File: src/hdl/tec_pkg.sv
// Package: register map, field positions and carrier types
package tec_pkg;

  // Register offsets on the parallel port
  localparam logic [7:0] VIOLATION_COUNT_HIGH_ADDR = 8'h23;
  localparam logic [7:0] VIOLATION_COUNT_LOW_ADDR  = 8'h24;
  localparam logic [7:0] CRC_ERROR_COUNT_HIGH_ADDR = 8'h25;
  localparam logic [7:0] CRC_ERROR_COUNT_LOW_ADDR  = 8'h26;
  localparam logic [7:0] FRAME_ERROR_COUNT_ADDR    = 8'h27;
  localparam logic [7:0] LINK_RECEIVE_BYTE_ADDR    = 8'h28;
  localparam logic [7:0] LINK_MATCH_BYTE_A_ADDR    = 8'h29;
  localparam logic [7:0] LINK_MATCH_BYTE_B_ADDR    = 8'h2A;
  localparam logic [7:0] STATUS_REGISTER_TWO_ADDR  = 8'h21;
  localparam logic [7:0] LINK_TRANSMIT_BYTE_ADDR   = 8'h7E;
  localparam logic [7:0] INTERRUPT_MASK_TWO_ADDR   = 8'h7D;
  localparam logic [7:0] COMMON_CONTROL_TWO_ADDR   = 8'h1A;
  localparam logic [7:0] RECEIVE_CONTROL_TWO_ADDR  = 8'h1B;

  // common_control_two fields
  localparam int CC_DESTUFF_BIT = 0;
  localparam int CC_B8ZS_BIT    = 2;
  localparam int CC_ESF_BIT     = 3;
  localparam int CC_STUFF_BIT   = 4;

  // receive_control_two fields
  localparam int RC_ESF_EVENT_BIT = 0;
  localparam int RC_FS_COUNT_BIT  = 1;

  // status_register_two / interrupt_mask_two fields
  localparam int ST_RX_FULL_BIT  = 4;
  localparam int ST_TX_EMPTY_BIT = 3;
  localparam int ST_MATCH_BIT    = 2;

  // Reset values and counter limits
  localparam logic [7:0]  CONTROL_RESET    = 8'h00;
  localparam logic [7:0]  MASK_RESET       = 8'h00;
  localparam logic [7:0]  STATUS_RESET     = 8'h00;
  localparam logic [7:0]  BYTE_RESET       = 8'h00;
  localparam logic [15:0] COUNT_RESET      = 16'h0000;
  localparam logic [15:0] WIDE_COUNT_MAX   = 16'hFFFF;
  localparam logic [15:0] FRAME_COUNT_MAX  = 16'h00FF;

  // Link bit stuffing figures
  localparam logic [2:0] STUFF_RUN_LEN = 3'd5;
  localparam logic [2:0] LAST_BIT_IDX  = 3'd7;

  // Per-cycle events from the receive framer, same-clock pulses except the lossOfSync level
  typedef struct packed {
    logic lossOfSync;       // level: receiver not synchronized
    logic bpvEvent;         // bipolar violation seen
    logic b8zsCodeEvent;    // violation belongs to a valid B8ZS word
    logic multiframeEnd;    // receive multiframe boundary
    logic crcErrorEvent;    // CRC6 word error at multiframe end
    logic esfFramingError;  // ESF framing pattern bit error
    logic ftError;          // D4 terminal framing bit error
    logic fsError;          // D4 signaling framing bit error
    logic oneSecondTick;    // one-second timer boundary
  } tec_line_evt_s;

  typedef struct packed {
    logic [15:0] violations;
    logic [15:0] crcErrors;
    logic [7:0]  frameErrors;
  } tec_counts_s;

endpackage : tec_pkg

File: src/hdl/tec_fifo.sv
// Parameterised FIFO with valid/ready on both sides
`timescale 1ns/1ps
`default_nettype none
module tec_fifo #(
  parameter int WIDTH = 8,
  parameter int DEPTH = 8
) (
  input  wire logic             sys_clk,   // system clock
  input  wire logic             rst,       // async reset, high
  input  wire logic             inValid,   // write request
  output logic                  inReady,   // room available
  input  wire logic [WIDTH-1:0] inData,    // write data
  output logic                  outValid,  // data available
  input  wire logic             outReady,  // reader takes word
  output logic      [WIDTH-1:0] outData    // head word
);
  localparam int AW = $clog2(DEPTH);

  if (DEPTH < 2 || (DEPTH & (DEPTH - 1)) != 0) begin : gBadDepth
    $error("tec_fifo: DEPTH must be a power of two, at least 2");
  end
  if (WIDTH < 1) begin : gBadWidth
    $error("tec_fifo: WIDTH must be at least 1");
  end

  logic [WIDTH-1:0] mem [DEPTH];
  logic [AW:0]      wrPtr;
  logic [AW:0]      rdPtr;
  logic             doWrite;
  logic             doRead;

  assign inReady  = (wrPtr ^ rdPtr) != {1'b1, {AW{1'b0}}};
  assign outValid = wrPtr != rdPtr;
  assign outData  = mem[rdPtr[AW-1:0]];
  assign doWrite  = inValid && inReady;
  assign doRead   = outValid && outReady;

  always_ff @(posedge sys_clk) begin
    if (doWrite) begin
      mem[wrPtr[AW-1:0]] <= inData;
    end
  end

  always_ff @(posedge sys_clk or posedge rst) begin
    if (rst) begin
      wrPtr <= '0;
    end else if (doWrite) begin
      wrPtr <= wrPtr + 1'b1;
    end
  end

  always_ff @(posedge sys_clk or posedge rst) begin
    if (rst) begin
      rdPtr <= '0;
    end else if (doRead) begin
      rdPtr <= rdPtr + 1'b1;
    end
  end
endmodule : tec_fifo
`default_nettype wire

File: src/hdl/tec_error_link.sv
// Error counters and facility data link engine for a T1 framer
//
// What this block does
// - Keep 16-bit violation count, high byte then low byte registers.
// - In B8ZS mode, skip violations belonging to valid substitution words.
// - Violation counter keeps counting even during loss of sync.
// - Violation counter saturates at 65535, never wraps.
// - ESF event option: count multiframes with CRC error or sync loss.
// - In ESF, count CRC6 word errors in saturating 16-bit counter.
// - CRC and frame error counters pause while out of sync.
// - In ESF, count each ESF framing pattern bit error.
// - In D4, count Ft errors, plus Fs errors when enabled.
// - Frame error counter saturates at 255.
// - Shift received link bits LSB first into 8-bit byte register.
// - Full byte sets receive-full flag; unmasked drives interrupt low.
// - Byte matching either match register sets match flag, interrupt.
// - Destuffer drops a 0 after exactly five consecutive 1s.
// - A 0 after six or more 1s is kept.
// - Transmit host byte LSB first into link bit positions.
// - After 8 bits sent, set transmit-empty flag and interrupt.
// - Without a new host byte, resend the previous byte.
// - Stuffer inserts a 0 after every five consecutive 1s.
// - Counters shown are latched each second, then restarted.
// - Gating loss of sync means receiver unsynchronized to stream.
`timescale 1ns/1ps
`default_nettype none
module tec_error_link
  import tec_pkg::*;
#(
  parameter int TX_FIFO_DEPTH = 8
) (
  input  wire logic          sys_clk,        // 200 MHz system clock
  input  wire logic          rst,            // async reset, high
  input  wire logic [7:0]    regAddr,        // register address
  input  wire logic [7:0]    regWrData,      // register write data
  input  wire logic          regWr,          // write strobe, one cycle
  input  wire logic          regRd,          // read strobe, one cycle
  output logic      [7:0]    regRdData,      // read data, next cycle
  input  wire tec_line_evt_s lineEvt,        // framer events
  input  wire logic          linkRxValid,    // received link bit strobe
  input  wire logic          linkRxBit,      // received link bit
  input  wire logic          linkTxSlot,     // outgoing link bit slot
  output logic               linkTxBit,      // outgoing link bit
  output logic               txByteReady,    // transmit byte room
  output logic               secondaryIntN   // interrupt, active low
);

  if (TX_FIFO_DEPTH < 2) begin : gBadDepth
    $error("tec_error_link: TX_FIFO_DEPTH must be at least 2");
  end

  function automatic logic [15:0] satInc(input logic [15:0] v,
                                         input logic        inc,
                                         input logic [15:0] maxVal);
    satInc = (inc && v != maxVal) ? v + 16'h0001 : v;
  endfunction : satInc

  function automatic logic isWrite(input logic [7:0] addr,
                                   input logic [7:0] target,
                                   input logic       wr);
    isWrite = wr && (addr == target);
  endfunction : isWrite

  // Control and mask registers
  logic [7:0]  commonControlTwo;
  logic [7:0]  receiveControlTwo;
  logic [7:0]  interruptMaskTwo;
  logic [7:0]  linkMatchByteA;
  logic [7:0]  linkMatchByteB;
  logic [7:0]  statusRegisterTwo;

  logic esfMode;
  logic b8zsMode;
  logic destuffEn;
  logic stuffEn;
  logic esfEventMode;
  logic fsCountEn;

  assign esfMode      = commonControlTwo[CC_ESF_BIT];
  assign b8zsMode     = commonControlTwo[CC_B8ZS_BIT];
  assign destuffEn    = commonControlTwo[CC_DESTUFF_BIT];
  assign stuffEn      = commonControlTwo[CC_STUFF_BIT];
  assign esfEventMode = receiveControlTwo[RC_ESF_EVENT_BIT];
  assign fsCountEn    = receiveControlTwo[RC_FS_COUNT_BIT];

  always_ff @(posedge sys_clk or posedge rst) begin
    if (rst) begin
      commonControlTwo  <= CONTROL_RESET;
      receiveControlTwo <= CONTROL_RESET;
      interruptMaskTwo  <= MASK_RESET;
      linkMatchByteA    <= BYTE_RESET;
      linkMatchByteB    <= BYTE_RESET;
    end else begin
      if (isWrite(regAddr, COMMON_CONTROL_TWO_ADDR, regWr)) begin
        commonControlTwo <= regWrData;
      end
      if (isWrite(regAddr, RECEIVE_CONTROL_TWO_ADDR, regWr)) begin
        receiveControlTwo <= regWrData;
      end
      if (isWrite(regAddr, INTERRUPT_MASK_TWO_ADDR, regWr)) begin
        interruptMaskTwo <= regWrData;
      end
      if (isWrite(regAddr, LINK_MATCH_BYTE_A_ADDR, regWr)) begin
        linkMatchByteA <= regWrData;
      end
      if (isWrite(regAddr, LINK_MATCH_BYTE_B_ADDR, regWr)) begin
        linkMatchByteB <= regWrData;
      end
    end
  end

  // Error counters: live accumulation, shown copy per second
  tec_counts_s live;
  tec_counts_s shown;
  logic        mfHadSyncLoss;
  logic        violationInc;
  logic        crcInc;
  logic        frameInc;
  logic [15:0] nextViolations;
  logic [15:0] nextCrcErrors;
  logic [15:0] nextFrameErrors;

  // Remembers any sync loss inside the current multiframe
  always_ff @(posedge sys_clk or posedge rst) begin
    if (rst) begin
      mfHadSyncLoss <= 1'b0;
    end else if (lineEvt.multiframeEnd) begin
      mfHadSyncLoss <= 1'b0;
    end else if (lineEvt.lossOfSync) begin
      mfHadSyncLoss <= 1'b1;
    end
  end

  always_comb begin
    if (esfEventMode) begin
      violationInc = lineEvt.multiframeEnd && (lineEvt.crcErrorEvent
                     || mfHadSyncLoss || lineEvt.lossOfSync);
    end else begin
      violationInc = lineEvt.bpvEvent
                     && !(b8zsMode && lineEvt.b8zsCodeEvent);
    end
    crcInc = esfMode && lineEvt.crcErrorEvent && !lineEvt.lossOfSync;
    if (esfMode) begin
      frameInc = lineEvt.esfFramingError && !lineEvt.lossOfSync;
    end else begin
      frameInc = (lineEvt.ftError || (fsCountEn && lineEvt.fsError))
                 && !lineEvt.lossOfSync;
    end
  end

  assign nextViolations  = satInc(live.violations, violationInc,
                                  WIDE_COUNT_MAX);
  assign nextCrcErrors   = satInc(live.crcErrors, crcInc, WIDE_COUNT_MAX);
  assign nextFrameErrors = satInc({8'h00, live.frameErrors}, frameInc,
                                  FRAME_COUNT_MAX);

  always_ff @(posedge sys_clk or posedge rst) begin
    if (rst) begin
      live  <= '0;
      shown <= '0;
    end else if (lineEvt.oneSecondTick) begin
      // Event in the tick cycle lands in the closing second
      shown.violations  <= nextViolations;
      shown.crcErrors   <= nextCrcErrors;
      shown.frameErrors <= nextFrameErrors[7:0];
      live              <= '0;
    end else begin
      live.violations  <= nextViolations;
      live.crcErrors   <= nextCrcErrors;
      live.frameErrors <= nextFrameErrors[7:0];
    end
  end

  // Receive path: destuffer, shifter and match
  logic [2:0] rxOnesRun;
  logic [7:0] rxShift;
  logic [2:0] rxBitIdx;
  logic [7:0] linkReceiveByte;
  logic       rxKeep;
  logic [7:0] rxAssembled;
  logic       rxByteDone;
  logic       rxMatch;
  logic       sixOrMoreOnes;

  // Run of ones stops counting at six; six means six or more
  assign sixOrMoreOnes = rxOnesRun > STUFF_RUN_LEN;
  assign rxKeep = linkRxValid && !(destuffEn && !linkRxBit
                  && rxOnesRun == STUFF_RUN_LEN && !sixOrMoreOnes);
  assign rxAssembled = {linkRxBit, rxShift[7:1]};
  assign rxByteDone  = rxKeep && rxBitIdx == LAST_BIT_IDX;
  assign rxMatch     = rxByteDone && (rxAssembled == linkMatchByteA
                       || rxAssembled == linkMatchByteB);

  always_ff @(posedge sys_clk or posedge rst) begin
    if (rst) begin
      rxOnesRun <= 3'd0;
    end else if (linkRxValid) begin
      if (!linkRxBit) begin
        rxOnesRun <= 3'd0;
      end else if (!sixOrMoreOnes) begin
        rxOnesRun <= rxOnesRun + 3'd1;
      end
    end
  end

  always_ff @(posedge sys_clk or posedge rst) begin
    if (rst) begin
      rxShift         <= BYTE_RESET;
      rxBitIdx        <= 3'd0;
      linkReceiveByte <= BYTE_RESET;
    end else if (rxKeep) begin
      rxShift  <= rxAssembled;
      rxBitIdx <= rxBitIdx + 3'd1;
      // Unread byte is simply overwritten by the next one
      if (rxByteDone) begin
        linkReceiveByte <= rxAssembled;
      end
    end
  end

  // Transmit path: host bytes through FIFO, serializer, stuffer
  logic [7:0] fifoHead;
  logic       fifoValid;
  logic       fifoPop;
  logic       txWriteReq;
  logic [7:0] linkTransmitByte;
  logic [7:0] txShift;
  logic [2:0] txBitIdx;
  logic [2:0] txOnesRun;
  logic       txStuffNow;
  logic [7:0] txByteSrc;
  logic       txDataBit;
  logic       txByteDone;

  assign txWriteReq = isWrite(regAddr, LINK_TRANSMIT_BYTE_ADDR, regWr);

  // Writes are dropped while txByteReady is low
  tec_fifo #(
    .WIDTH (8),
    .DEPTH (TX_FIFO_DEPTH)
  ) txFifo (
    .sys_clk  (sys_clk),
    .rst      (rst),
    .inValid  (txWriteReq),
    .inReady  (txByteReady),
    .inData   (regWrData),
    .outValid (fifoValid),
    .outReady (fifoPop),
    .outData  (fifoHead)
  );

  assign txStuffNow = stuffEn && txOnesRun == STUFF_RUN_LEN;
  assign txByteSrc  = fifoValid ? fifoHead : linkTransmitByte;
  assign fifoPop    = linkTxSlot && !txStuffNow && txBitIdx == 3'd0;
  assign txDataBit  = (txBitIdx == 3'd0) ? txByteSrc[0] : txShift[0];
  assign txByteDone = linkTxSlot && !txStuffNow
                      && txBitIdx == LAST_BIT_IDX;

  always_ff @(posedge sys_clk or posedge rst) begin
    if (rst) begin
      linkTransmitByte <= BYTE_RESET;
      txShift          <= BYTE_RESET;
      txBitIdx         <= 3'd0;
    end else if (linkTxSlot && !txStuffNow) begin
      txBitIdx <= txBitIdx + 3'd1;
      if (txBitIdx == 3'd0) begin
        linkTransmitByte <= txByteSrc;
        txShift          <= {1'b0, txByteSrc[7:1]};
      end else begin
        txShift <= {1'b0, txShift[7:1]};
      end
    end
  end

  always_ff @(posedge sys_clk or posedge rst) begin
    if (rst) begin
      linkTxBit <= 1'b1;
      txOnesRun <= 3'd0;
    end else if (linkTxSlot) begin
      if (txStuffNow || !txDataBit) begin
        linkTxBit <= 1'b0;
        txOnesRun <= 3'd0;
      end else begin
        linkTxBit <= 1'b1;
        txOnesRun <= txOnesRun + 3'd1;
      end
    end
  end

  // Status flags: cleared by reading them, a new event wins
  logic [7:0] statusSet;
  logic [7:0] statusClear;

  always_comb begin
    statusSet                  = 8'h00;
    statusSet[ST_RX_FULL_BIT]  = rxByteDone;
    statusSet[ST_TX_EMPTY_BIT] = txByteDone;
    statusSet[ST_MATCH_BIT]    = rxMatch;
    statusClear = (regRd && regAddr == STATUS_REGISTER_TWO_ADDR)
                  ? statusRegisterTwo : 8'h00;
  end

  always_ff @(posedge sys_clk or posedge rst) begin
    if (rst) begin
      statusRegisterTwo <= STATUS_RESET;
    end else begin
      statusRegisterTwo <= (statusRegisterTwo & ~statusClear) | statusSet;
    end
  end

  always_ff @(posedge sys_clk or posedge rst) begin
    if (rst) begin
      secondaryIntN <= 1'b1;
    end else begin
      secondaryIntN <= ~|(statusRegisterTwo & interruptMaskTwo);
    end
  end

  // Register read port
  always_ff @(posedge sys_clk or posedge rst) begin
    if (rst) begin
      regRdData <= 8'h00;
    end else if (regRd) begin
      unique case (regAddr)
        VIOLATION_COUNT_HIGH_ADDR: regRdData <= shown.violations[15:8];
        VIOLATION_COUNT_LOW_ADDR:  regRdData <= shown.violations[7:0];
        CRC_ERROR_COUNT_HIGH_ADDR: regRdData <= shown.crcErrors[15:8];
        CRC_ERROR_COUNT_LOW_ADDR:  regRdData <= shown.crcErrors[7:0];
        FRAME_ERROR_COUNT_ADDR:    regRdData <= shown.frameErrors;
        LINK_RECEIVE_BYTE_ADDR:    regRdData <= linkReceiveByte;
        LINK_MATCH_BYTE_A_ADDR:    regRdData <= linkMatchByteA;
        LINK_MATCH_BYTE_B_ADDR:    regRdData <= linkMatchByteB;
        STATUS_REGISTER_TWO_ADDR:  regRdData <= statusRegisterTwo;
        LINK_TRANSMIT_BYTE_ADDR:   regRdData <= linkTransmitByte;
        INTERRUPT_MASK_TWO_ADDR:   regRdData <= interruptMaskTwo;
        COMMON_CONTROL_TWO_ADDR:   regRdData <= commonControlTwo;
        RECEIVE_CONTROL_TWO_ADDR:  regRdData <= receiveControlTwo;
        default:                   regRdData <= 8'h00;
      endcase
    end
  end

endmodule : tec_error_link
`default_nettype wire

File: config.mk
export PLATFORM = sky130hd
export DESIGN_NAME = tec_error_link
export DESIGN_NICKNAME = d
export VERILOG_FILES = /design/src/hdl/tec_pkg.sv /design/src/hdl/tec_fifo.sv /design/src/hdl/tec_error_link.sv
export SDC_FILE = /design/constraint.sdc
export NUM_CORES = 1
export LEC_CHECK = 0
export BUFFER_PORTS_ARGS = -buffer_cell sky130_fd_sc_hd__buf_2
export CORE_ASPECT_RATIO = 0.5
export CORE_MARGIN = 1
export CORE_UTILIZATION = 40
export CTS_CLUSTER_SIZE = 14
export DETAILED_ROUTE_END_ITERATION = 7
export GPL_TIMING_DRIVEN = 1
export SLEW_MARGIN = 30
export SYNTH_ARGS = -nofsm -noshare
export SYNTH_HDL_FRONTEND = slang
export SYNTH_SLANG_ARGS = --single-unit
export TNS_END_PERCENT = 20
File: constraint.sdc
create_clock -name sys_clk -period 20.4 [get_ports sys_clk]
set_input_delay 4.08 -clock sys_clk [delete_from_list [all_inputs] [get_ports sys_clk]]
set_output_delay 4.08 -clock sys_clk [all_outputs]
set_load 0.01 [all_outputs]
==> run summary, run 1 <==
## Run status
- finished clean — status

## Worst setup path
- reg -> out — worst setup path category
- dfrtp_1 — Max stage delay cell, worst path
- txFifo.rdPtr[2] — beginning of the worst register-to-register path
- output port — element type at the critical path end
- 2.41 ns — WP data arrival
- 16.32 ns — Crit path required time
- txFifo.mem[5][1] — endpoint of the worst-slack reg-to-reg timing path
- 17.70 ns — reg-to-reg slack, setup
- flop — type of origin of the critical path
- 0.71 ns — crit-path max cell delay
- 13 — CP max FO
- xor2_1, nor4_1, inv_1, buf_2 — cell-by-cell listing of the critical path
- 5 — worst reg-to-reg path cell count

## Synthesis
- 0.396 — Yosys top cell area share
- 0.564 — sequential area share after synthesis
- 66 — synth unique cells
- dfrtp_1 — most frequent cell after synthesis
- 0.0118 mm² — summed instance area of the synthesized netlist
- 0 — synthesis warning total
- 0.747 — post-synthesis async set-or-reset flop share
- dfrtp_1 — area leader, netlist
- 11.9 µm² — mean area per synthesized cell
- 991 — Synth Instances
- 187 x dfrtp_1, 108 x nor2_1, 75 x mux2_2 — ranking of synthesized cells by instance count
- dfrtp_1 — most frequently used flop master after synthesis
- 64 — EDFF count, synth
- dfrtp_1 40%, edfxtp_1 16%, mux2_2 7.2% — Area contributors post-synth
- 253 — Yosys reg bits
- 1037 — Post-Synthesis Net Count

## Layout
- 0.455 — final core area utilization
- 11.9% — synth-to-layout area growth
- 1428 — non-filler instance count after layout
- 0 — final antenna diode count
- 2605 — Layout fillers
- 0.184 — share of final-layout standard cells stronger than drive strength 1
- 1066 — Net count, final

## Floorplanning
- 245 µm — Die X-Extent
- 44 — placement row count
- 0.0290 mm² — area inside the core boundary
- 123 µm — die extent in y
- 0.407 — effective utilization at floorplan
- 0.0302 mm² — area of the die
- 43 — boundary pin count

## Route
- 8041 — Vias
- 666 — DR iter-0 viols
- 20.9 µm — mean routed wirelength per cell
- 5 — drt pass-1 iters
- 0 — Detail Route Antenna Nets
- 5.63 — Avg Vias per Cell
- 0 — remaining design rule violation count
- 29.9 mm — overall routed net length

## STA
- 0.426 — max_slew headroom
- 0 — Setup violations, final
- 13.91 ns — worst setup slack after layout
- 0.853 ns — transition time at the pin with the least slew margin
- 0.0304 ns — clock skew
- 0.318 — final critical-path share of the clock period
- false — setup repair after global routing missed its margin
- 6.49 ns — clock period minus final worst setup slack
- 154 MHz — Peak Freq
- 0 ns — setup TNS
- 0 — final count of hold timing violations
- 0 — number of pins with negative max-slew slack in the final report

## Power
- 0.00129 W — PnR Total Power
- 0.0615 mV — peak ir drop on the vdd network
- 97.7 mW/mm² — ratio of total power to cell area
- 5.52 nW — cell leakage power

## Global routing
- 0 — initial antenna violation count
- met2 — GRT Max-Usage Layer
- 0.204 — global-route total usage across every layer
- 112 — pin count of the biggest net entering global routing
- 0.0343 — GR met3 Demand/Resource
- 46.7 mm — wire length of the first global-routing pass
- 7907 — number of global-route vias before repair
- 0 — GR Overflow Total
- 0.334 — met2 usage in global routing
- 0.282 — met1 usage

## Worst hold path
- rxBitIdx[0] — Worst Hold Path EP
- rxBitIdx[0] — hold path start
- reg -> reg — class of the tightest hold or removal check
- 1 — Worst Hold Path Cells

## Clocking
- 0 — number of buffers inserted by hold repair at cts
- 0 — setup fix buffers added after clock tree synthesis
- 0 — count of instances resized after the clock tree is built
- yes — TritonCTS clock tree
- 0.55 ns — clock latency of the later-clocked register in the worst-skew pair
- 1 — H-tree lvl count
- 0.07 ns — clock slew at the register clock pins of the worst setup and hold paths
- 253 — CTS sink count
- 25 — TritonCTS Buffers
- 3 — Clock Tree Buf Depth
- clkbuf_16 — Root Driver

## Placed design
- 42 — number of buffers added on ports
- 20.4 mm — HPWL after detailed placement
- 1384 — number of cells in the design after placement
- 13.60 ns — placement-stage worst setup slack
- 0.903 — final weighted congestion in routability-driven placement

## Flow run
- 0 — total of max-cap violations

[flip-flops by register name, indices dropped and copies added, names as in the netlist, 7 cells and up]
register and count:
txShift 7, shown 40, live 40, linkTransmitByte 8, regRdData 8, linkReceiveByte 8
txFifo.mem 64, interruptMaskTwo 8, linkMatchByteB 8, statusRegisterTwo 8, receiveControlTwo 8, rxShift 7
commonControlTwo 8, linkMatchByteA 8
[cells by family (layout without fill, tap and decap cells)]
group / Yosys count / count (layout) / synth area share
AOI/OAI and AO/OA: 171 / 171 / 0.0953
DFF: 253 / 253 / 0.564
muxes: 118 / 118 / 0.126
xor gates and xnor gates: 63 / 63 / 0.0468
and+or+nand+nor: 310 / 310 / 0.132
buffers and inverters: 62 / 108 / 0.0214
adders and majority gates: 14 / 14 / 0.0148
[how the worst max path moves through the flow]
stage                    startpoint                  end  slack, ns
detailed placement       regAddr[3]     txFifo.mem[0][5]      13.60
global route        txFifo.rdPtr[2]          txByteReady      13.75
finish              txFifo.rdPtr[2]          txByteReady      13.91
global placement         regAddr[3]     txFifo.mem[0][4]      13.74
floorplan                       rst  commonControlTwo[0]      11.18
CTS                 txFifo.rdPtr[0]          txByteReady      13.88
[critical path, delay by kind of cell (launching register included)]
| kind | cells | cell delay [ns] |
|---|---|---|
| AND/OR/NAND/NOR | 1 | 0.68 |
| flip-flops | 1 | 0.71 |
| buffers and inverters | 2 | 0.27 |
| XOR/XNOR | 1 | 0.18 |
[where the power goes]
| group | leakage [nW] | total (W) | internal, W | switching, W |
|---|---|---|---|---|
| Clock | 0.398 | 0.000466 | 0.000271 | 0.000195 |
| Sequential | 3.07 | 0.000614 | 0.000568 | 0.0000459 |
| Combinational | 2.05 | 0.000210 | 0.0000981 | 0.000112 |
[layer usage]
metal  share of wire  vias to the layer above
li1                -                     3695
met5               0                        -
met2            0.47                      208
met3           0.051                       46
met4           0.022                        0
met1            0.45                     4092
[layout by cell type, fill, tap and decap left out, types with 7 or more instances in the layout]
cell / synthesis / layout
inv_1: 15 / 14
buf_2: 12 / 41
nand2_1: 55 / 55
xnor2_1: 24 / 24
nand2b_1: 11 / 11
a22oi_1: 17 / 17
a22o_1: 7 / 7
nand4_1: 15 / 15
ha_1: 14 / 14
o21ai_0: 25 / 25
nor2_1: 108 / 107
clkbuf_1: 30 / 7
and2_1: 9 / 9
xor2_1: 39 / 39
nor4_1: 15 / 15
edfxtp_1: 64 / 64
and3_1: 16 / 16
buf_4: 1 / 7
nand3_1: 26 / 26
a21oi_1: 61 / 61
o211ai_1: 8 / 8
mux2i_1: 26 / 26
dfrtp_1: 187 / 187
nor3_1: 15 / 13
mux4_2: 17 / 17
nor2b_1: 17 / 16
clkbuf_16: 0 / 25
mux2_2: 75 / 75
and4_1: 8 / 8
[final cells by class]
cell class,count,area [µm²],area share
Sequential cell,253,6650,0.504
Multi-Input combinational cell,676,4910,0.372
Clock buffer,38,728,0.0552
Tap cell,391,489,0.0371
Timing Repair Buffer,49,269,0.0204
Clock inverter,6,86.3,0.00654
Inverter,15,63.8,0.00483
[stage by stage]
stage | instance area [µm²] | hold slack, ns
after global placement | 12400 | 0.460
after CTS | 13200 | 0.486
after global routing | 13200 | 0.521
after detailed placement | 12400 | 0.475
final | 13200 | 0.482
after floorplan | 11800 | 0.450
(Power assumes the default switching activity.)
==> inputs of run 2 (changes only) <==
==> constraint.sdc (replaced) <==
create_clock -name sys_clk -period 5.8 [get_ports sys_clk]
set_input_delay 1.16 -clock sys_clk [delete_from_list [all_inputs] [get_ports sys_clk]]
set_output_delay 1.16 -clock sys_clk [all_outputs]
set_load 0.01 [all_outputs]
==> run 2 against run 1 <==
Global-route usage is 0.38 points lower. Register-to-register slack lost 15 ns. Flip-flop and latch count unchanged. Sequential share of layout area is essentially flat. Power grew to 3.4 times the previous value. Via count rose by 0.24%. Critical endpoint unchanged. Largest power group unchanged.
==> run summary, run 2 (synthesis results as in run 1) <==
## Run status
- finished clean — status

## Floorplanning
- 0.0302 mm² — area of the die, unchanged
- 123 µm — die extent in y, unchanged
- 43 — boundary pin count, unchanged
- 245 µm — Die X-Extent, unchanged
- 0.407 — effective utilization at floorplan, unchanged
- 44 — placement row count, unchanged
- 0.0290 mm² — area inside the core boundary, unchanged

## Worst setup path
- 2.47 ns — WP data arrival, +0.06 ns
- flop — type of origin of the critical path
- 3.06 ns — reg-to-reg slack, setup, -14.64 ns
- 13 — CP max FO, unchanged
- 4.64 ns — Crit path required time, -11.68 ns
- output port — element type at the critical path end
- reg -> out — worst setup path category
- 5 — worst reg-to-reg path cell count, unchanged

## Placed design
- 42 — number of buffers added on ports, unchanged
- 0.941 — final weighted congestion in routability-driven placement, +4.3%
- 2.11 ns — placement-stage worst setup slack, -11.48 ns
- 20.5 mm — HPWL after detailed placement, +0.49%

## Global routing
- 7938 — number of global-route vias before repair, +0.39%
- 46.1 mm — wire length of the first global-routing pass, -1.3%
- 190 — pin count of the biggest net entering global routing, +70%
- 0.200 — global-route total usage across every layer, -0.00383
- 0 — initial antenna violation count, unchanged
- 0 — GR Overflow Total, unchanged

## Route
- 559 — DR iter-0 viols, -16%
- 20.9 µm — mean routed wirelength per cell, about the same
- 8060 — Vias, +0.24%
- 0 — remaining design rule violation count, unchanged
- 29.9 mm — overall routed net length, about the same
- 0 — Detail Route Antenna Nets, unchanged
- 5.64 — Avg Vias per Cell, about the same
- 5 — drt pass-1 iters, unchanged

## STA
- 0.0238 ns — clock skew, -0.00663 ns
- 0.481 ns — worst slack on hold paths, -0.000831 ns
- 0.961 ns — transition time at the pin with the least slew margin, +0.108 ns
- 0.357 — max_slew headroom, -0.0688
- 0.625 — final critical-path share of the clock period
- false — setup repair after global routing missed its margin
- 2.17 ns — worst setup slack after layout, -11.74 ns
- 0 — Setup violations, final, unchanged
- 3.63 ns — clock period minus final worst setup slack
- 0 — final count of hold timing violations, unchanged
- 0 — number of pins with negative max-slew slack in the final report, unchanged
- 0 ns — setup TNS, unchanged
- 276 MHz — Peak Freq

## Power
- 337 mW/mm² — ratio of total power to cell area, +250%
- 0.218 mV — peak ir drop on the vdd network, +250%
- 5.52 nW — cell leakage power, about the same

## Layout
- 1067 — Net count, final, +0.094%
- 11.8% — synth-to-layout area growth, about the same
- 0 — final antenna diode count, unchanged
- dfrtp_1 — most common cell after layout, fill and taps aside
- 0.186 — share of final-layout standard cells stronger than drive strength 1, +0.00157
- 0.455 — final core area utilization, about the same
- 187 x dfrtp_1, 108 x nor2_1, 75 x mux2_2, 64 x edfxtp_1, 61 x a21oi_1 — top library cells by usage in the layout, fill and taps aside
- 2633 — Layout fillers, +1.1%
- 64 — flip-flop count of the largest register, all copies and words added, unchanged

## Clocking
- 253 — CTS sink count, unchanged
- 0.54 ns — clock latency of the later-clocked register in the worst-skew pair, about the same
- 1 — H-tree lvl count, unchanged
- 3 — Clock Tree Buf Depth, unchanged
- yes — TritonCTS clock tree
- 0.06 ns — clock slew at the register clock pins of the worst setup and hold paths, about the same
- 0 — setup fix buffers added after clock tree synthesis, unchanged
- clkbuf_16 — Root Driver
- 0 — number of buffers inserted by hold repair at cts, unchanged
- 24 — TritonCTS Buffers, -4.0%
- 0 — count of instances resized after the clock tree is built, unchanged

## Flow run
- 0 — total of max-cap violations, unchanged

## Worst hold path
- reg -> reg — class of the tightest hold or removal check
- 2 — Worst Hold Path Cells, +1

run 2: metrics by stage:
| stage | cell area [µm²] | cells | power, W |
|---|---|---|---|
| floorplan | 11800 | 991 | 0.00268 |
| global placement | 12400 | 1385 | 0.00290 |
| detailed placement | 12400 | 1385 | 0.00293 |
| CTS | 13200 | 1429 | 0.00449 |
| global route | 13200 | 1430 | 0.00465 |
| finish | 13200 | 1430 | 0.00445 |
run 2: worst max-delay path: stages (launching register included):
cell and delay, ns:
dfrtp_1 0.74, xor2_1 0.19, nor4_1 0.71, inv_1 0.11
buf_2 0.18
run 2: path summary, 6_finish.rpt:
check	from	to
worst min register to register	txShift[6]	txShift[6]
min in group asynchronous	rst	commonControlTwo[3]
max in group asynchronous	rst	shown[25]
worst max-delay path	txFifo.rdPtr[2]	txByteReady
worst max register to register	txFifo.rdPtr[2]	txFifo.mem[6][4]
worst min-delay path	txShift[6]	txShift[6]
run 2: power by group:
group | total [W] | internal (W) | leakage, nW | switching (W)
registers | 0.00216 | 0.00200 | 3.07 | 0.000161
logic | 0.000736 | 0.000346 | 2.06 | 0.000390
clock network | 0.00156 | 0.000870 | 0.391 | 0.000686
total | 0.00445 | 0.00321 | 5.52 | 0.00124
run 2: per-layer routing:
metal / routed length (µm) / GRT usage / vias to the layer above
met1: 13800 / 0.277 / 4117
met3: 1260 / 0.0300 / 44
met2: 14100 / 0.330 / 190
met5: 0 / 0 / -
li1: - / - / 3709
met4: 705 / 0.0523 / 0
run 2: layout make-up:
class,count,area (µm²),share of cell area
Clock buffer,36,727,0.0551
Clock inverter,8,51.3,0.00389
Inverter,15,60.1,0.00455
Multi-Input combinational cell,676,4900,0.372
Sequential cell,253,6650,0.504
Tap cell,391,489,0.0371
Timing Repair Buffer,51,313,0.0237
==> inputs of run 3 (changes only) <==
--- a/config.mk
+++ b/config.mk
@@ -5,6 +5,7 @@
 export SDC_FILE = /design/constraint.sdc
 export NUM_CORES = 1
 export LEC_CHECK = 0
+export ABC_AREA = 1
 export BUFFER_PORTS_ARGS = -buffer_cell sky130_fd_sc_hd__buf_2
 export CORE_ASPECT_RATIO = 0.5
 export CORE_MARGIN = 1
==> constraint.sdc (replaced) <==
create_clock -name sys_clk -period 3.05 [get_ports sys_clk]
set_input_delay 0.61 -clock sys_clk [delete_from_list [all_inputs] [get_ports sys_clk]]
set_output_delay 0.61 -clock sys_clk [all_outputs]
set_load 0.01 [all_outputs]
==> run 3 against run 2 <==
Non-clock buffer count increased by 23. Clock skew increased by 0.00060 ns. Synthesized cell count increased by 48%. Worst setup slack got worse by 1.7 ns. Combinational power increased by 110%. Sequential share of layout area decreased by 2.8 points. Critical endpoint unchanged. Largest cell class unchanged. Largest power group unchanged.
==> run summary, run 3 <==
## Global routing
- 0 — GR Overflow Total, unchanged
- 0.211 — global-route total usage across every layer, +0.0107
- 0 — initial antenna violation count, unchanged
- 51 — pin count of the biggest net entering global routing, -73%
- 52.9 mm — wire length of the first global-routing pass, +15%
- 0.0330 — GR met3 Demand/Resource, +0.00308
- 9730 — number of global-route vias before repair, +23%
- 0.330 — met2 usage in global routing, about the same
- met2 — GRT Max-Usage Layer
- 0.303 — met1 usage, +0.0261

## STA
- 0 — Setup violations, final, unchanged
- 0 ns — setup TNS, unchanged
- 0 — final count of hold timing violations, unchanged
- 0.840 — final critical-path share of the clock period
- 2.56 ns — clock period minus final worst setup slack
- 0.0244 ns — clock skew, +0.000601 ns
- 0.478 — max_slew headroom, +0.121
- 0 — number of pins with negative max-slew slack in the final report, unchanged
- 0.781 ns — transition time at the pin with the least slew margin, -0.179 ns
- 0.188 ns — worst slack on hold paths, -0.294 ns
- false — setup repair after global routing missed its margin
- 390 MHz — Peak Freq

## Layout
- 64 — flip-flop count of the largest register, all copies and words added, unchanged
- nand2_1 — most common cell after layout, fill and taps aside
- 479 x nand2_1, 187 x dfrtp_1, 142 x nand3_1, 111 x nor2_1, 102 x o21ai_0 — top library cells by usage in the layout, fill and taps aside
- 0 — final antenna diode count, unchanged
- 1561 — Net count, final, +46%
- 13.0% — synth-to-layout area growth
- 0.108 — share of final-layout standard cells stronger than drive strength 1, -0.0782

## Synthesis
- 64 — EDFF count, synth, unchanged
- 0.747 — post-synthesis async set-or-reset flop share, unchanged
- 479 x nand2_1, 187 x dfrtp_1, 142 x nand3_1 — ranking of synthesized cells by instance count
- 8.43 µm² — mean area per synthesized cell, -29%
- 1468 — Synth Instances, +48%
- nand2_1 — most frequent cell after synthesis
- 0.538 — sequential area share after synthesis, -0.0262
- 253 — Yosys reg bits, unchanged
- 1514 — Post-Synthesis Net Count, +46%
- 0.0124 mm² — summed instance area of the synthesized netlist, +4.9%
- dfrtp_1 — area leader, netlist
- dfrtp_1 38%, edfxtp_1 16%, nand2_1 15% — Area contributors post-synth
- 0 — synthesis warning total, unchanged
- 40 — synth unique cells, -39%
- 0.378 — Yosys top cell area share, -0.0184
- dfrtp_1 — most frequently used flop master after synthesis

## Worst setup path
- 7 — CP max FO, -6
- flip-flops — CP top delay family
- 1.95 ns — WP data arrival, -0.52 ns
- txFifo.mem[4][5] — endpoint of the worst-slack reg-to-reg timing path
- 2.44 ns — Crit path required time, -2.20 ns
- 0.49 ns — crit-path max cell delay, -0.25 ns
- output port — element type at the critical path end
- reg -> out — worst setup path category
- dfrtp_1 — Max stage delay cell, worst path
- 7 — Levels on crit path, +3
- flop — type of origin of the critical path
- txByteReady — crit path capture
- txFifo.wrPtr[0] — beginning of the worst register-to-register path
- txFifo.wrPtr[0] — origin of the worst setup path
- 0.76 ns — reg-to-reg slack, setup, -2.30 ns
- inv_1, nand2_1, nand2_1, nand2_2, nor2_1, nand2_2, buf_2 — cell-by-cell listing of the critical path
- 2 — buffer and inverter count on the worst path, unchanged
- 9 — worst reg-to-reg path cell count, +4

## Clocking
- 0.07 ns — clock slew at the register clock pins of the worst setup and hold paths, about the same
- 253 — CTS sink count, unchanged
- 0 — count of instances resized after the clock tree is built, unchanged
- 0.55 ns — clock latency of the later-clocked register in the worst-skew pair, about the same
- clkbuf_16 — Root Driver
- 25 — TritonCTS Buffers, +4.2%
- 3 — Clock Tree Buf Depth, unchanged
- 0 — setup fix buffers added after clock tree synthesis, unchanged
- 1 — H-tree lvl count, unchanged
- yes — TritonCTS clock tree
- 0 — number of buffers inserted by hold repair at cts, unchanged

## Worst hold path
- in -> async — class of the tightest hold or removal check

## Route
- 684 — DR iter-0 viols, +22%
- 5.16 — Avg Vias per Cell, -8.4%
- 9979 — Vias, +24%
- 32.5 mm — overall routed net length, +8.7%
- 0 — remaining design rule violation count, unchanged
- 16.8 µm — mean routed wirelength per cell, -20%
- 5 — drt pass-1 iters, unchanged
- 0 — Detail Route Antenna Nets, unchanged

## Floorplanning
- 126 µm — die extent in y, +2.4%
- 0.0317 mm² — area of the die, +4.8%
- 251 µm — Die X-Extent, +2.4%
- 45 — placement row count, +2.3%
- 0.0303 mm² — area inside the core boundary, +4.6%
- 0.408 — effective utilization at floorplan, +0.00103
- 43 — boundary pin count, unchanged

## Power
- 0.459 — sequential share of power, -0.026
- 0.00275 W — switching power total, +120%
- 6.62 nW — cell leakage power, +20%
- 0.367 — clock network fraction of design power, +0.017
- 0.380 mV — peak ir drop on the vdd network, +74%
- 0.00621 W — internal power of the cells, +93%
- 0.307 — Switching Share, +0.0286
- 641 mW/mm² — ratio of total power to cell area, +90%
- 0.175 — Comb pwr share, +0.010

## Flow run
- 0 — total of max-cap violations, unchanged

## Run status
- finished clean — status

## Placed design
- 42 — number of buffers added on ports, unchanged
- 0.912 — final weighted congestion in routability-driven placement, -3.1%
- 23.6 mm — HPWL after detailed placement, +15%

==> run 3: cell count changes after synthesis, moves of 27 or more <==
cell     delta
a21oi_1    -27
inv_1      +78
o21ai_0    +77
nand2_1   +424
mux2_2     -75
nand3_1   +116
==> run 3: cell families (layout without fill, tap and decap cells) <==
logic type,after synthesis,in the layout,share of synthesized area
adders and majority gates,14,14,0.0142
AOI/OAI and AO/OA,177,177,0.0792
buffers and inverters,153,219,0.0503
xor gates and xnor gates,46,46,0.0326
DFF,253,253,0.538
and+or+nand+nor,825,825,0.286
==> run 3: per-stage QoR <==
stage	setup slack, ns	utilization	power (W)	instances	area (µm²)
6_report	0.488	0.461	0.00896	1933	14000
5_1_grt	0.289	0.461	0.00939	1933	14000
4_1_cts	0.476	0.461	0.00902	1933	14000
3_5_place_dp	0.425	0.432	0.00572	1887	13100
3_3_place_gp	0.458	0.432	0.00568	1887	13100
2_1_floorplan	0.00716	-	0.00513	1468	12400
==> run 3: per-layer routing <==
metal	vias to the layer above	wire (µm)
li1	4941	-
met1	4733	15600
met2	244	14300
met3	61	1750
met4	0	881
met5	-	0
==> run 3: how the worst min path moves through the flow <==
stage / endpoint / cells after the start
finish: rxOnesRun[2] / 2
global placement: rxBitIdx[1] / 2
detailed placement: rxBitIdx[0] / 1
CTS: linkMatchByteB[4] / 2
global route: mfHadSyncLoss / 2
floorplan: rxBitIdx[1] / 2
==> run 3: worst register-to-register path, cell delays in order (launching register included) <==
cell and delay [ns]:
dfrtp_1 0.53, inv_1 0.24, nand2_1 0.10, nand2_1 0.07
nand2_2 0.10, nor2_1 0.06, nand2_2 0.10, nand2_1 0.30
nor4_1 0.29, buf_4 0.23
==> run 3: final cells by class <==
cell class                 instances  area (µm²)
clock buffer                      35         708
clock inverter                    11         156
fill                            2961       16400
inverter                          99         375
multi-input combinational       1062        5110
sequential                       253        6650
tap                              399         499
timing repair buffer              74         488
==> run 3: power by group through the flow <==
stage	Sequential (W)	Combinational, W	Clock, W
finish	0.00411	0.00157	0.00329
global route	0.00414	0.00177	0.00348
CTS	0.00410	0.00157	0.00335
detailed placement	0.00416	0.00156	0
global placement	0.00415	0.00152	0
floorplan	0.00400	0.00113	0
